**src/verilog/rstflt_consts.svh**
```systemverilog
// Constants for the reset input filter and boot configuration block
`ifndef RSTFLT_CONSTS_SVH
`define RSTFLT_CONSTS_SVH

// Reset pulse width needed before internal reset starts, in clocks
`define RSTFLT_MIN_PULSE      10
// Glitch width recognised on the reset input, in clocks
`define RSTFLT_GLITCH_WIDTH   2
// Clocks from internal reset start to reset output asserting
`define RSTFLT_OUT_DELAY      2
// Clocks the internal reset is held after the input releases
`define RSTFLT_HOLD_CYCLES    16
// Boot option default: internal flash
`define RSTFLT_BOOT_DEFAULT   2'h0
// Oscillator mode encodings
`define RSTFLT_OSC_EXTREF     1'h0
`define RSTFLT_OSC_XTAL       1'h1

`endif

```
**src/verilog/rstflt_pkg.sv**
```systemverilog
// Types for the reset input filter and boot configuration block
package rstflt_pkg;
    typedef enum logic { RSTFLT_EXTREF, RSTFLT_XTAL } rstflt_osc_e;
    typedef logic [1:0] rstflt_boot_t;
endpackage

```
**src/verilog/rstflt_sync.sv**
```systemverilog
// Three-stage input synchroniser with agreement detection
`timescale 1ns/1ns
module rstflt_sync #(
    parameter int          WIDTH    = 1,
    parameter logic [WIDTH-1:0] INIT = '0
) (
    input  wire logic             clk,
    input  wire logic             rst,
    input  wire logic             ce,
    input  wire logic [WIDTH-1:0] din,
    output logic      [WIDTH-1:0] dout
);
    logic [WIDTH-1:0] s1_r;
    logic [WIDTH-1:0] s2_r;
    logic [WIDTH-1:0] s3_r;
    logic [WIDTH-1:0] out_r;
    logic [WIDTH-1:0] out_nxt;

    // -----------------------------------------------------------------
    // Per-bit agreement: value changes once stages two and three agree
    // -----------------------------------------------------------------
    genvar g;
    generate
        for (g = 0; g < WIDTH; g++) begin : g_bit
            always_comb begin
                out_nxt[g] = (s2_r[g] == s3_r[g]) ? s3_r[g] : out_r[g];
            end
        end
    endgenerate

    // Stage one is read only by stage two
    always_ff @(posedge clk) begin
        if (rst) begin
            s1_r  <= INIT;
            s2_r  <= INIT;
            s3_r  <= INIT;
            out_r <= INIT;
        end else if (ce) begin
            s1_r  <= din;
            s2_r  <= s1_r;
            s3_r  <= s2_r;
            out_r <= out_nxt;
        end
    end

    assign dout = out_r;
endmodule

```
**src/verilog/rstflt_top.sv**
```systemverilog
// Reset input filter, reset status output and boot configuration capture
`timescale 1ns/1ns
`include "rstflt_consts.svh"

// Notes on behaviour
// (RL1) Internal reset starts only after input held low for ten clocks; INT_RESET_REQ alone also starts it, with no low input.
// (RL2) Input asserted again during reset restarts the reset cycle.
// (RL3) Glitch detector flags low spikes longer than two clocks.
// (RL4) Outside party drives reset input low for power-on or external reset.
// (RL5) Reset status output goes low for every reset, internal or external.
// (RL6) Reset status output is push-pull, driven both high and low.
// (RL7) Reset status output asserts a delay after the reset begins.
// (RL8) Source select 0: boot option and oscillator mode from the pins.
// (RL9) Source select 1: default boot from flash with crystal oscillator.
// (RL10) Pin mode: oscillator select 0 means external ref, 1 crystal.
// (RL11) Clock input use follows oscillator select pin value during reset.
// (RL12) Variants without source select pin tie it to zero.
// (RL13) Configuration captured once per reset, held until next reset.
module rstflt_top #(
    parameter int MIN_PULSE   = `RSTFLT_MIN_PULSE,
    parameter int GLITCH_W    = `RSTFLT_GLITCH_WIDTH,
    parameter int OUT_DELAY   = `RSTFLT_OUT_DELAY,
    parameter int HOLD_CYCLES = `RSTFLT_HOLD_CYCLES,
    parameter bit HAS_CFG_SEL = 1'b1
) (
    input  wire logic                  CORE_CLK,
    input  wire logic                  RST,
    input  wire logic                  CE,
    input  wire logic                  RESET_IN_N,
    input  wire logic                  INT_RESET_REQ,
    input  wire logic                  CONFIG_SOURCE_SELECT,
    input  wire logic                  OSCILLATOR_MODE_SELECT,
    input  wire rstflt_pkg::rstflt_boot_t BOOT_OPTION_PINS,
    output logic                       RESET_STATUS_OUTPUT_N,
    output logic                       RESET_STATUS_OE,
    output logic                       INT_RESET,
    output logic                       GLITCH_DET,
    output rstflt_pkg::rstflt_osc_e    OSC_MODE,
    output rstflt_pkg::rstflt_boot_t   BOOT_OPTION
);
    import rstflt_pkg::*;

    typedef enum logic [1:0] { RSTFLT_RUN, RSTFLT_ACTIVE } rstflt_st_e;

    // ------------------------------------------------------------------
    // Input synchronisation
    // ------------------------------------------------------------------
    logic [3:0] pin_raw;
    logic [3:0] pin_sync;

    assign pin_raw = {RESET_IN_N, CONFIG_SOURCE_SELECT,
                      OSCILLATOR_MODE_SELECT, BOOT_OPTION_PINS[0]};

    // Reset input idles high, so the synchroniser presets that bit
    rstflt_sync #(
        .WIDTH (4),
        .INIT  (4'h8)
    ) u_sync (
        .clk  (CORE_CLK),
        .rst  (RST),
        .ce   (CE),
        .din  (pin_raw),
        .dout (pin_sync)
    );

    logic       boot1_sync;
    rstflt_sync #(
        .WIDTH (1),
        .INIT  (1'h0)
    ) u_sync_b1 (
        .clk  (CORE_CLK),
        .rst  (RST),
        .ce   (CE),
        .din  (BOOT_OPTION_PINS[1]),
        .dout (boot1_sync)
    );

    logic rst_in_low;
    logic cfg_sel;
    assign rst_in_low = ~pin_sync[3];
    // Missing select pin reads as zero, pins always used [RL12]
    assign cfg_sel    = HAS_CFG_SEL ? pin_sync[2] : 1'b0;

    // ------------------------------------------------------------------
    // Configuration decode
    // ------------------------------------------------------------------
    // Pin mapping, or fixed default when select is one [RL8] [RL9]
    function automatic rstflt_osc_e osc_decode(input logic sel,
                                               input logic pin);
        if (sel)
            return RSTFLT_XTAL;
        return pin ? RSTFLT_XTAL : RSTFLT_EXTREF;  // [RL10]
    endfunction

    function automatic rstflt_boot_t boot_decode(input logic sel,
                                                 input rstflt_boot_t pins);
        return sel ? rstflt_boot_t'(`RSTFLT_BOOT_DEFAULT) : pins;
    endfunction

    // ------------------------------------------------------------------
    // Low-pulse width filter and glitch detector
    // ------------------------------------------------------------------
    logic [7:0] low_cnt_r;
    logic [7:0] low_cnt_nxt;
    logic       glitch_r;
    logic       glitch_nxt;
    logic       pulse_ok;

    // Saturating count of consecutive low samples
    assign pulse_ok = (low_cnt_r >= 8'(MIN_PULSE));  // [RL1]

    always_comb begin
        low_cnt_nxt = low_cnt_r;
        glitch_nxt  = 1'b0;
        if (rst_in_low) begin
            if (low_cnt_r != 8'hFF)
                low_cnt_nxt = low_cnt_r + 8'h01;
        end else begin
            low_cnt_nxt = 8'h00;
            // Short low spike above glitch width, too short to reset [RL3]
            if (low_cnt_r > 8'(GLITCH_W) && low_cnt_r < 8'(MIN_PULSE))
                glitch_nxt = 1'b1;
        end
    end

    // ------------------------------------------------------------------
    // Reset sequencing
    // ------------------------------------------------------------------
    rstflt_st_e state_r;
    rstflt_st_e state_nxt;
    logic [7:0] hold_r;
    logic [7:0] hold_nxt;
    logic [7:0] dly_r;
    logic [7:0] dly_nxt;
    logic       start_rst;
    logic       cfg_take;

    // Either a qualified pin reset or an internal request
    assign start_rst = pulse_ok | INT_RESET_REQ;

    always_comb begin
        state_nxt = state_r;
        hold_nxt  = hold_r;
        dly_nxt   = dly_r;
        unique case (state_r)
            RSTFLT_RUN: begin
                if (start_rst) begin
                    state_nxt = RSTFLT_ACTIVE;  // [RL1]
                    hold_nxt  = 8'(HOLD_CYCLES);
                    dly_nxt   = 8'h00;
                end
            end
            RSTFLT_ACTIVE: begin
                if (dly_r != 8'(OUT_DELAY))
                    dly_nxt = dly_r + 8'h01;
                // Any reassertion reloads the hold count; the delay count runs on [RL2]
                if (start_rst || rst_in_low)
                    hold_nxt = 8'(HOLD_CYCLES);
                else if (hold_r != 8'h00)
                    hold_nxt = hold_r - 8'h01;
                else
                    state_nxt = RSTFLT_RUN;
            end
            default: state_nxt = RSTFLT_RUN;
        endcase
    end

    // Configuration is sampled on the last cycle of reset [RL11] [RL13]
    assign cfg_take = (state_r == RSTFLT_ACTIVE) && (state_nxt == RSTFLT_RUN);

    // ------------------------------------------------------------------
    // Registers
    // ------------------------------------------------------------------
    rstflt_osc_e  osc_r;
    rstflt_boot_t boot_r;

    always_ff @(posedge CORE_CLK) begin
        if (RST) begin
            low_cnt_r <= 8'h00;
            glitch_r  <= 1'b0;
            state_r   <= RSTFLT_ACTIVE;
            hold_r    <= 8'(HOLD_CYCLES);
            dly_r     <= 8'h00;
            osc_r     <= RSTFLT_XTAL;
            boot_r    <= rstflt_boot_t'(`RSTFLT_BOOT_DEFAULT);
        end else if (CE) begin
            low_cnt_r <= low_cnt_nxt;
            glitch_r  <= glitch_nxt;
            state_r   <= state_nxt;
            hold_r    <= hold_nxt;
            dly_r     <= dly_nxt;
            if (cfg_take) begin
                osc_r  <= osc_decode(cfg_sel, pin_sync[1]);
                boot_r <= boot_decode(cfg_sel, {boot1_sync, pin_sync[0]});
            end
        end
    end

    // ------------------------------------------------------------------
    // Outputs
    // ------------------------------------------------------------------
    logic out_low;
    // Status output lags reset start by the delay count [RL5] [RL7]
    assign out_low = (state_r == RSTFLT_ACTIVE) &&
                     (dly_r == 8'(OUT_DELAY));

    assign RESET_STATUS_OUTPUT_N = ~out_low;
    assign RESET_STATUS_OE       = 1'b1;  // Push-pull, always driven [RL6]
    assign INT_RESET             = (state_r == RSTFLT_ACTIVE);
    assign GLITCH_DET            = glitch_r;
    assign OSC_MODE              = osc_r;
    assign BOOT_OPTION           = boot_r;
endmodule
```
**config.mk**
```make
export PLATFORM = sky130hd
export DESIGN_NAME = rstflt_top
export DESIGN_NICKNAME = d
export VERILOG_FILES = /design/src/verilog/rstflt_pkg.sv /design/src/verilog/rstflt_sync.sv /design/src/verilog/rstflt_top.sv
export VERILOG_INCLUDE_DIRS = /design/src /design/src/verilog
export SDC_FILE = /design/constraint.sdc
export NUM_CORES = 1
export LEC_CHECK = 0
export BUFFER_PORTS_ARGS = -buffer_cell sky130_fd_sc_hd__buf_2
export CAP_MARGIN = 20
export CELL_PAD_IN_SITES_DETAIL_PLACEMENT = 0
export CELL_PAD_IN_SITES_GLOBAL_PLACEMENT = 2
export CORE_MARGIN = 5
export CORE_UTILIZATION = 25
export CTS_CLUSTER_DIAMETER = 100
export CTS_CLUSTER_SIZE = 40
export DETAILED_ROUTE_END_ITERATION = 7
export GPL_TIMING_DRIVEN = 0
export PLACE_DENSITY_LB_ADDON = 0.08
export SETUP_SLACK_MARGIN = 0.5
export SLEW_MARGIN = 30
export SYNTH_ARGS = -nofsm -noshare
export SYNTH_HDL_FRONTEND = slang
export SYNTH_SLANG_ARGS = --single-unit
```
**constraint.sdc**
```tcl
create_clock -name CORE_CLK -period 4.7 [get_ports CORE_CLK]
set_input_delay 0.235 -clock CORE_CLK [delete_from_list [all_inputs] [get_ports CORE_CLK]]
set_output_delay 0.235 -clock CORE_CLK [all_outputs]
set_load 0.02 [all_outputs]
```
---- Word-level counts from Yosys, hierarchy flattened ----
Index checks and enable logic that the tools add are counted.
storage, ports and cells
  register bits ........................... 50
  input port bits ......................... 9
  output and inout bits ................... 7
  word-level logic and storage cells ...... 80
cells by class
  add/sub/neg operators ................... 3
  order comparisons ....................... 3
  equality and inequality tests ........... 12
  muxes and demuxes ....................... 23
  bitwise gates (word level) .............. 3
  reductions and logical operators ........ 18
operator list
  cell                                                 count
  2-to-1 mux 8 bit                                     7
  case mux 8 bit (2 select lines)                      2
  adder 8 x 1 -> 8 bit, second input constant          2
  AND reduction 2 bit                                  7
  2-to-1 mux 1 bit                                     9
  equality test 8 x 2 -> 1 bit, second input constant  1
  >= comparator 8 x 4 -> 1 bit, second input constant  1
  > comparator 8 x 2 -> 1 bit, second input constant   1
  < comparator 8 x 4 -> 1 bit, second input constant   1
  2-to-1 mux 2 bit                                     4
  != test 8 x 2 -> 1 bit, second input constant        1
  != test 8 bit, second input constant                 1
  AND reduction 4 bit                                  2
  nonzero test 8 bit                                   1
  subtractor 8 x 1 -> 8 bit, second input constant     1
  equality test 1 bit                                  5
  logical NOT 2 bit                                    2
  case mux 2 bit (2 select lines)                      1
  nonzero test 2 bit                                   2
  logical AND 1 bit                                    3
  != test 3 x 1 -> 1 bit, second input constant        1
  equality test 2 x 1 -> 1 bit, second input constant  1
  != test 2 x 1 -> 1 bit, second input constant        1
  != test 2 bit, second input constant                 1
  3 further kinds                                      4

---- Longest topological paths before layout ----
Gate-level depths: netlist of the first run.
  depth in word-level cells ............... 11
  gate-level depth with buffers ........... 7
  depth with buffers taken out ............ 7

---- Hierarchy ----
From an unflattened synthesis of the first run, not the netlist that was laid out.
unflattened totals
  cells, all modules ...................... 267
  area total of the unflattened synthesis .. 2392.3 µm²
modules (own cells, without submodules)
  module                    times used  cells each  area each (µm²)  seq. area each (µm²)
  rstflt_top                1           189         1596.5           600.6
  rstflt_sync at u_sync     1           62          624.3            320.3
  rstflt_sync at u_sync_b1  1           16          171.4            80.1

---- Worst setup path after synthesis of the first run ----
No wires, ideal clock.
  path type ............................... reg-to-reg
  start ................................... reg hold_r[3]
  end ..................................... reg state_r[0]
  library setup time ...................... 0.120 ns
  arrival time ............................ 1.689 ns
  required time ........................... 4.580 ns
  slack ................................... 2.892 ns
  stages on the path, launching flop included .. 5
  path buffers ............................ 0
  clock period less this slack ............ 1.808 ns
  cell sequence ........................... dfxtp_1 -> or4_4 -> o41ai_4 -> a21oi_2 -> a211o_1
on the way
  longest elaborated chain between the ends .. 4
RTL lines
  what                             line               source
  start, declared                  rstflt_top.sv:131  logic [7:0] hold_r;
  start signal, assigned           rstflt_top.sv:182  hold_r <= 8'(HOLD_CYCLES);
  start signal, assigned           rstflt_top.sv:190  hold_r <= hold_nxt;
  nonzero test 8 bit               rstflt_top.sv:159  else if (hold_r != 8'h00)
  2-to-1 mux 2 bit                 rstflt_top.sv:159
  2-to-1 mux 2 bit                 rstflt_top.sv:157  if (start_rst || rst_in_low)
  case mux 2 bit (2 select lines)  rstflt_top.sv:145  unique case (state_r)
  end signal, assigned             rstflt_top.sv:189  state_r <= state_nxt;
  end, declared                    rstflt_top.sv:129  rstflt_st_e state_r;
No other way between the ends.
A chain may end at the register's enable or synchronous reset.

---- Worst setup path in the final report of the first run ----
  start ................................... reg low_cnt_r[7]
  end ..................................... reg hold_r[3]
on the way
  longest elaborated chain between the ends .. 5
  elaborated cells between the ends (all ways) .. 8
  classes of those cells .................. 1 x order compare; 2 x eq/ne; 2 x mux; 1 x bitwise; 2 x reduce/logical
RTL lines
  what                                                                              line               source
  start, declared                                                                   rstflt_top.sv:103  logic [7:0] low_cnt_r;
  start signal, assigned                                                            rstflt_top.sv:187  low_cnt_r <= low_cnt_nxt;
  >= comparator 8 x 4 -> 1 bit *                                                    rstflt_top.sv:110  assign pulse_ok = (low_cnt_r >= 8'(MIN_PULSE));
  OR 1 bit *                                                                        rstflt_top.sv:139  assign start_rst = pulse_ok | INT_RESET_REQ;
  logical OR 1 bit                                                                  rstflt_top.sv:157
  != test 3 x 1 -> 1 bit (no line) or 2-to-1 mux 8 bit (tied branches)              n/a
  AND reduction 4 bit (no line) or case mux 8 bit (2 select lines) (tied branches)  n/a
Mark *: on every way between the ends. The rest lies on a longest branch, timed or not.

==> results of run 1 <==
cells in the mapped netlist, types with 2 or more instances:
cell type	count	area share, %
ha_1	5	2.6
nor2_1	17	2.6
o31ai_1	4	1.2
nand2_1	15	2.3
inv_1	14	2.2
nor2b_1	2	0.52
a21o_1	2	0.62
or4_4	2	0.93
clkbuf_1	8	1.2
nand2b_1	6	1.6
o21ai_0	24	5.0
nand4_1	6	1.6
mux2i_1	19	7.9
and4_1	2	0.72
or3_2	2	0.62
nand4b_1	2	0.72
and2_1	2	0.52
or4_1	3	0.93
and3_1	2	0.52
dfxtp_1	50	41
a31o_2	2	0.72
a21oi_1	34	7.0
nor4_1	2	0.52
or3_1	15	3.9
a31oi_1	3	0.78
nor3_1	4	0.83
nand3_1	12	2.5
final timing paths:
check / from / endpoint / slack [ps] / cells after the start
setup / recovery: low_cnt_r[7] / hold_r[3] / 2600 / 4
hold / removal: RESET_IN_N / u_sync.s1_r[3] / 130 / 3
setup reg to reg: low_cnt_r[7] / hold_r[3] / 2600 / 4
hold reg to reg: u_sync.s3_r[3] / u_sync.s3_r[3] / 480 / 2
power groups by stage:
stage / Combinational (W) / Sequential, W / Clock [W]
after CTS: 0.0000992 / 0.000448 / 0.000289
after global routing: 0.000109 / 0.000451 / 0.000306
after floorplan: 0.0000708 / 0.000455 / 0
after global placement: 0.0000992 / 0.000458 / 0
after detailed placement: 0.0000985 / 0.000458 / 0
final: 0.0000977 / 0.000448 / 0.000272
sequential cells by signal, summed over array words and instances, names as in the netlist, 4 cells and up:
signal,count
hold_r,8
u_sync.s1_r,4
low_cnt_r,8
u_sync.dout,4
dly_r,8
u_sync.s3_r,4
u_sync.s2_r,4
cell type report:
type                    instances  area (sq um)  share of cell area [%]
clock inverters                 3          25.0                   0.910
plain buffers                  10          41.3                    1.50
flip-flops and latches         50          1000                    36.4
clock buffers                   5          68.8                    2.50
inverters                      14          52.6                    1.91
repair buffers                 14          70.1                    2.55
well taps                     133           166                    6.05
multi-input cells             203          1330                    48.2
kinds of logic after synthesis:
group / synth area share (%)
buffers and inverters: 3.88
adder cells (fa/ha/maj): 2.59
flip-flops: 41.4
AO/OA/AOI/OAI: 20.7
other: 0.155
multiplexers: 7.86
AND/OR/NAND/NOR: 23.5
worst max-delay path: stages (launching register included):
cell and delay (ps):
dfxtp_1 370, nor4_2 700, a31oi_1 360, or3_2 490, mux2i_1 120
per-stage QoR:
stage	hold slack (ps)	power [W]	worst slack, ps
6_report	134	0.000818	2600
5_1_grt	142	0.000865	2370
4_1_cts	126	0.000836	2560
3_5_place_dp	456	0.000557	2480
3_3_place_gp	450	0.000557	2530
2_1_floorplan	363	0.000525	2890
placed cells by master (no fill, tap or decap), types with 3 or more instances in the layout:
| cell | instances |
|---|---|
| a21oi_1 | 34 |
| dfxtp_1 | 50 |
| or4_1 | 3 |
| buf_2 | 14 |
| o31ai_1 | 4 |
| nand3_1 | 12 |
| nor3_1 | 4 |
| a31oi_1 | 3 |
| o21ai_0 | 24 |
| nor2_1 | 17 |
| nand2b_1 | 6 |
| clkbuf_1 | 8 |
| inv_1 | 14 |
| mux2i_1 | 19 |
| nand4_1 | 6 |
| ha_1 | 5 |
| nand2_1 | 15 |
| clkbuf_8 | 5 |
| or3_1 | 15 |
per-layer routing:
| metal | vias up | track usage, % | wire length (um) |
|---|---|---|---|
| met4 | 0 | 2.98 | 54 |
| met2 | 25 | 17.9 | 2850 |
| li1 | 1056 | - | - |
| met3 | 5 | 2.03 | 136 |
| met5 | - | 0 | 0 |
| met1 | 1015 | 16.3 | 3350 |
==> run metrics, run 1 <==
initial cell density of the core=roughly 25%; flops & latches, synth=50; Peak VDD IR=120 uV; Die Y=around 110 um; kind of critical path=reg -> reg; Fin. Hold Viols=0; Critical Path RT=around 4900 ps; Routed Antenna Nets=0; Clk network pwr share=between 30% and 40%; WL final=6.39 mm; Post-Layout Cell Count=approximately 430; 1st-iter DRT viols=between 60 and 70; Worst Tran Pin Value=836 ps; postcts setup bufs=0; max-cap violations=0; Tmin final=around 2100 ps; residual DRC count=0; Post-Syn Area=approximately 2400 sq um; Min-Delay Path Class=in -> reg; Seq/Total Area, Yosys=41.4%; largest net degree at the start of global routing=18; number of global-route vias before repair=approximately 2,000; layout cells sized above 1=11.7%; clk sinks=50; post-synth cell types=45; accumulated negative setup slack=0 ps; status=completed; Mapped Cells=approximately 280; RD Place Congestion=~0.7; Nets=312; via count=~2,100; LEAKAGE=slightly below 1 nW; Sw Pwr=0.000236 W; final period utilization=between 40% and 50%; Fillers=1,061; Synth Net Count=roughly 290; Setup Viol. Count Final=0; placed cell count=approximately 420; routed len/inst=between 10 and 15 um; Reg power frac=54.8%; Util after Layout=about 29%; I/O pins=16; DRT Pass-1 Iters=4; Clock Root Buffer=clkbuf_8; critical path data arrival time=2350 ps; Die Area=~12,000 sq um; CTS tree=yes; Die X=between 100 and 150 um; clk_lat worst skew=about 310 ps; Final Max Slew Viols=0; Net Sw Frac=28.9%; Worst Skew=14.3 ps; Via density=4.86; Tot GR Track Use=between 10% and 20%; placed inst area=2660 sq um; initial antenna violation count=0; Clock Tree Buf Depth=2; synthesized area per cell=slightly below 9 sq um; RSZ-0062 raised after global routing=no; GRT Residual Overflow=0; Cell Pwr Density=297 nW/um^2; first-pass GRT wire length=approximately 11 mm; total CTS buffers=5; Startpoint Class=flip-flop; Post-CTS Hold Fix Bufs=0; design area=around 2800 sq um; Post-synth EDFFs=0; crit-path max FO=7; ys async rst share=0%; Port Buf Inserts=14; H-tree lvl count=2; Pint=~0.00058 W; warnings from Yosys=0; ant diodes=0; highest clock rate=approximately 0.48 GHz; Crit. End Element=flip-flop; Main synth FF type=dfxtp_1; Slew headroom=between 40% and 50%; clk slew on worst S/H paths=100 ps; DPL Wire Length=4.57 mm; post-cts resize count=0; Area Overhead vs Synth=13.7%; Core Area=9590 sq um; num rows=36; Comb power frac=between 10% and 20%
Note: power is estimated with default switching activity, not from simulation.
==> inputs of run 2 (changes only) <==
Settings changed: ABC_AREA set to 1.
Clock period 4.7 ns to 1.9 ns, I/O delays scaled along.
==> run 2 against run 1 <==
First-iteration DRC count rose by 26%. Cell count is 31% higher. Count of clock-buffer cells in the layout did not move. Sequential share of layout area fell by 6.9 points. Worst setup slack got worse by 2200 ps.
==> run metrics, run 2 <==
status=completed; Die Y=112 um (+3.0%); highest clock rate=0.657 GHz; DRT Pass-1 Iters=4 (unchanged); final period utilization=around four fifths; GRT Residual Overflow=0 (unchanged); Setup Viol. Count Final=0 (unchanged); accumulated negative setup slack=0 ps (unchanged); total CTS buffers=5 (unchanged); Design Power=0.00218 W (+170%); critical path data arrival time=1430 ps (-920 ps); Post-Syn Area=2580 sq um (+6.6%); Hold Path Sink=u_sync.dout[2]; ant diodes=0 (unchanged); Cell Pwr Density=617 nW/um^2 (+110%); CTS tree=yes; Routed Antenna Nets=0 (unchanged); RD Place Congestion=0.691 (-3.2%); layout cells sized above 1=35.2% (+23 points); clk slew on worst S/H paths=110 ps (about the same); design area=3540 sq um (+29%); RR Endpoint=low_cnt_r[3]; synthesized area per cell=7.01 sq um (-20%); clk_lat worst skew=310 ps (about the same); 1st-iter DRT viols=78 (+26%); count leader, synth=nand2_1; flops & latches, synth=50 (unchanged); Nets=442 (+42%); Peak VDD IR=317 uV (+160%); Final Max Slew Viols=0 (unchanged); Via density=4.44 (-8.8%); clk sinks=50 (unchanged); Synth Net Count=382 (+31%); placed inst area=2840 sq um (+6.8%); Startpoint Class=flip-flop; kind of critical path=reg -> out; post-synth cell types=35 (-22%); via count=2,507 (+19%); Port Buf Inserts=14 (unchanged); max-cap violations=0 (unchanged); Tot GR Track Use=12.5% (+1.0 points); Crit. End Element=primary output; most frequent cells in the layout=67 x nand2_1, 51 x nor2_1, 34 x dfxtp_1; initial cell density of the core=25.3% (+0.11 points); I/O pins=16 (unchanged); Worst Hold Depth=2 (-1); Synth area leader=dfxtp_1; residual DRC count=0 (unchanged); launching point of the worst reg2reg path=low_cnt_r[1]; Core Area=10,200 sq um (+6.2%); r2r setup slk=410 ps (-2190 ps); Hold Path Origin=RST; Critical Path RT=1800 ps (-3140 ps); Tmin final=approximately 1500 ps; Die X=112 um (+3.0%); Worst Skew=6.89 ps (-7.41 ps); commonest non-fill, non-tap cell in the layout=nand2_1; Worst Tran Pin Value=836 ps (-0.904 ps); first-pass GRT wire length=12.7 mm (+20%); number of global-route vias before repair=2,503 (+23%); Fillers=1,143 (+7.7%); DPL Wire Length=4.96 mm (+8.6%); LEAKAGE=1.39 nW (+42%); initial antenna violation count=0 (unchanged); Clock Root Buffer=clkbuf_8; largest net degree at the start of global routing=19 (+1); Seq/Total Area, Yosys=38.8% (-2.6 points); Fin. Hold Viols=0 (unchanged); largest cells by area after synthesis=dfxtp_1 39%, nand2_1 12%, nor2_1 9.0%, a21oi_1 4.5%, inv_1 3.9%; path depth of the worst reg2reg path=12 (+8); num rows=37 (+2.8%); share of the synthesized area in the top cell type=38.8% (-2.6 points); Synth top cells by count=80 x nand2_1, 62 x nor2_1, 50 x dfxtp_1; Mapped Cells=368 (+33%); warnings from Yosys=0 (unchanged); WL final=7.46 mm (+17%); crit-path max FO=2 (-5); Slew headroom=44.3% (+0.65 points); ys async rst share=0% (unchanged); Main synth FF type=dfxtp_1; largest registers=dly_r: 8 flops, hold_r: 8 flops, low_cnt_r: 8 flops; Min-Delay Path Class=in -> reg; RSZ-0062 raised after global routing=yes; H-tree lvl count=2 (unchanged); Die Area=12,500 sq um (+6.0%); Clock Tree Buf Depth=2 (unchanged); Area Overhead vs Synth=37.1%; Post-synth EDFFs=0 (unchanged); routed len/inst=13.2 um (-11%)
-- run 2: metrics by stage --
step,hold slack (ps),instances,util [%],worst slack [ps]
global placement,315,518,27.9,304
CTS,21.6,553,32.3,370
floorplan,174,368,-,518
global route,31.1,565,34.7,307
detailed placement,322,518,27.9,286
finish,28.3,565,34.7,379
-- run 2: metal layers --
| layer | vias to the layer above | wire length, um | global-route usage, % | share of wire [%] |
|---|---|---|---|---|
| met5 | - | 0 | 0 | 0 |
| met4 | 0 | 60 | 2.92 | 0.80 |
| met3 | 5 | 151 | 2.07 | 2.0 |
| met2 | 23 | 3600 | 20.8 | 48 |
| met1 | 1160 | 3640 | 16.9 | 49 |
| li1 | 1319 | - | - | - |
-- run 2: what timing repair did --
action	in CTS	in global routing
pin swaps	40	33
endpoints found under the hold margin	5	0
setup buffers	20	12
hold buffers	5	0
endpoints found under the setup margin	28	29
gates cloned	2	0
resized for setup	55	39
-- run 2: area by class of cell --
cell class / instances / area, sq um / area share (%)
repair buffers: 51 / 390 / 11.0
plain buffers: 11 / 50.0 / 1.42
inverters: 33 / 143 / 4.03
clock buffers: 5 / 68.8 / 1.95
well taps: 136 / 170 / 4.81
clock inverters: 3 / 28.8 / 0.814
flip-flops and latches: 50 / 1040 / 29.5
multi-input cells: 276 / 1640 / 46.4
-- run 2: power breakdown --
group | total (W) | internal, W | switching (W)
Clock | 0.000701 | 0.000277 | 0.000425
Combinational | 0.000370 | 0.000140 | 0.000230
Sequential | 0.00111 | 0.00108 | 0.0000325
Total | 0.00218 | 0.00150 | 0.000687
-- run 2: worst max path at each step --
stage                 startpoint                    end  slack (ps)  cells past startpoint
floorplan              hold_r[0]              hold_r[4]         520                      9
global placement       hold_r[0]               OSC_MODE         300                      9
detailed placement     hold_r[0]               OSC_MODE         290                      9
CTS                     dly_r[2]  RESET_STATUS_OUTPUT_N         370                      4
global route        low_cnt_r[1]           low_cnt_r[3]         310                     12
finish                  dly_r[0]  RESET_STATUS_OUTPUT_N         380                      5
-- run 2: cells by family (layout without fill, tap and decap cells) --
kind of cell | count (synthesis) | count (layout) | share of synthesized area, %
buf+inv | 44 | 103 | 6.69
flops | 50 | 50 | 38.8
other cells | 1 | 1 | 0.145
xor+xnor | 5 | 5 | 1.70
simple gates | 201 | 203 | 36.8
fa+ha+maj | 5 | 5 | 2.42
compound gates | 62 | 62 | 13.4
-- run 2: worst max-delay path, cell delays in order (launching register included) --
cell and delay (ps):
dfxtp_2 340, inv_2 70, ha_4 130, nand2_4 40
or3_4 390, buf_6 140
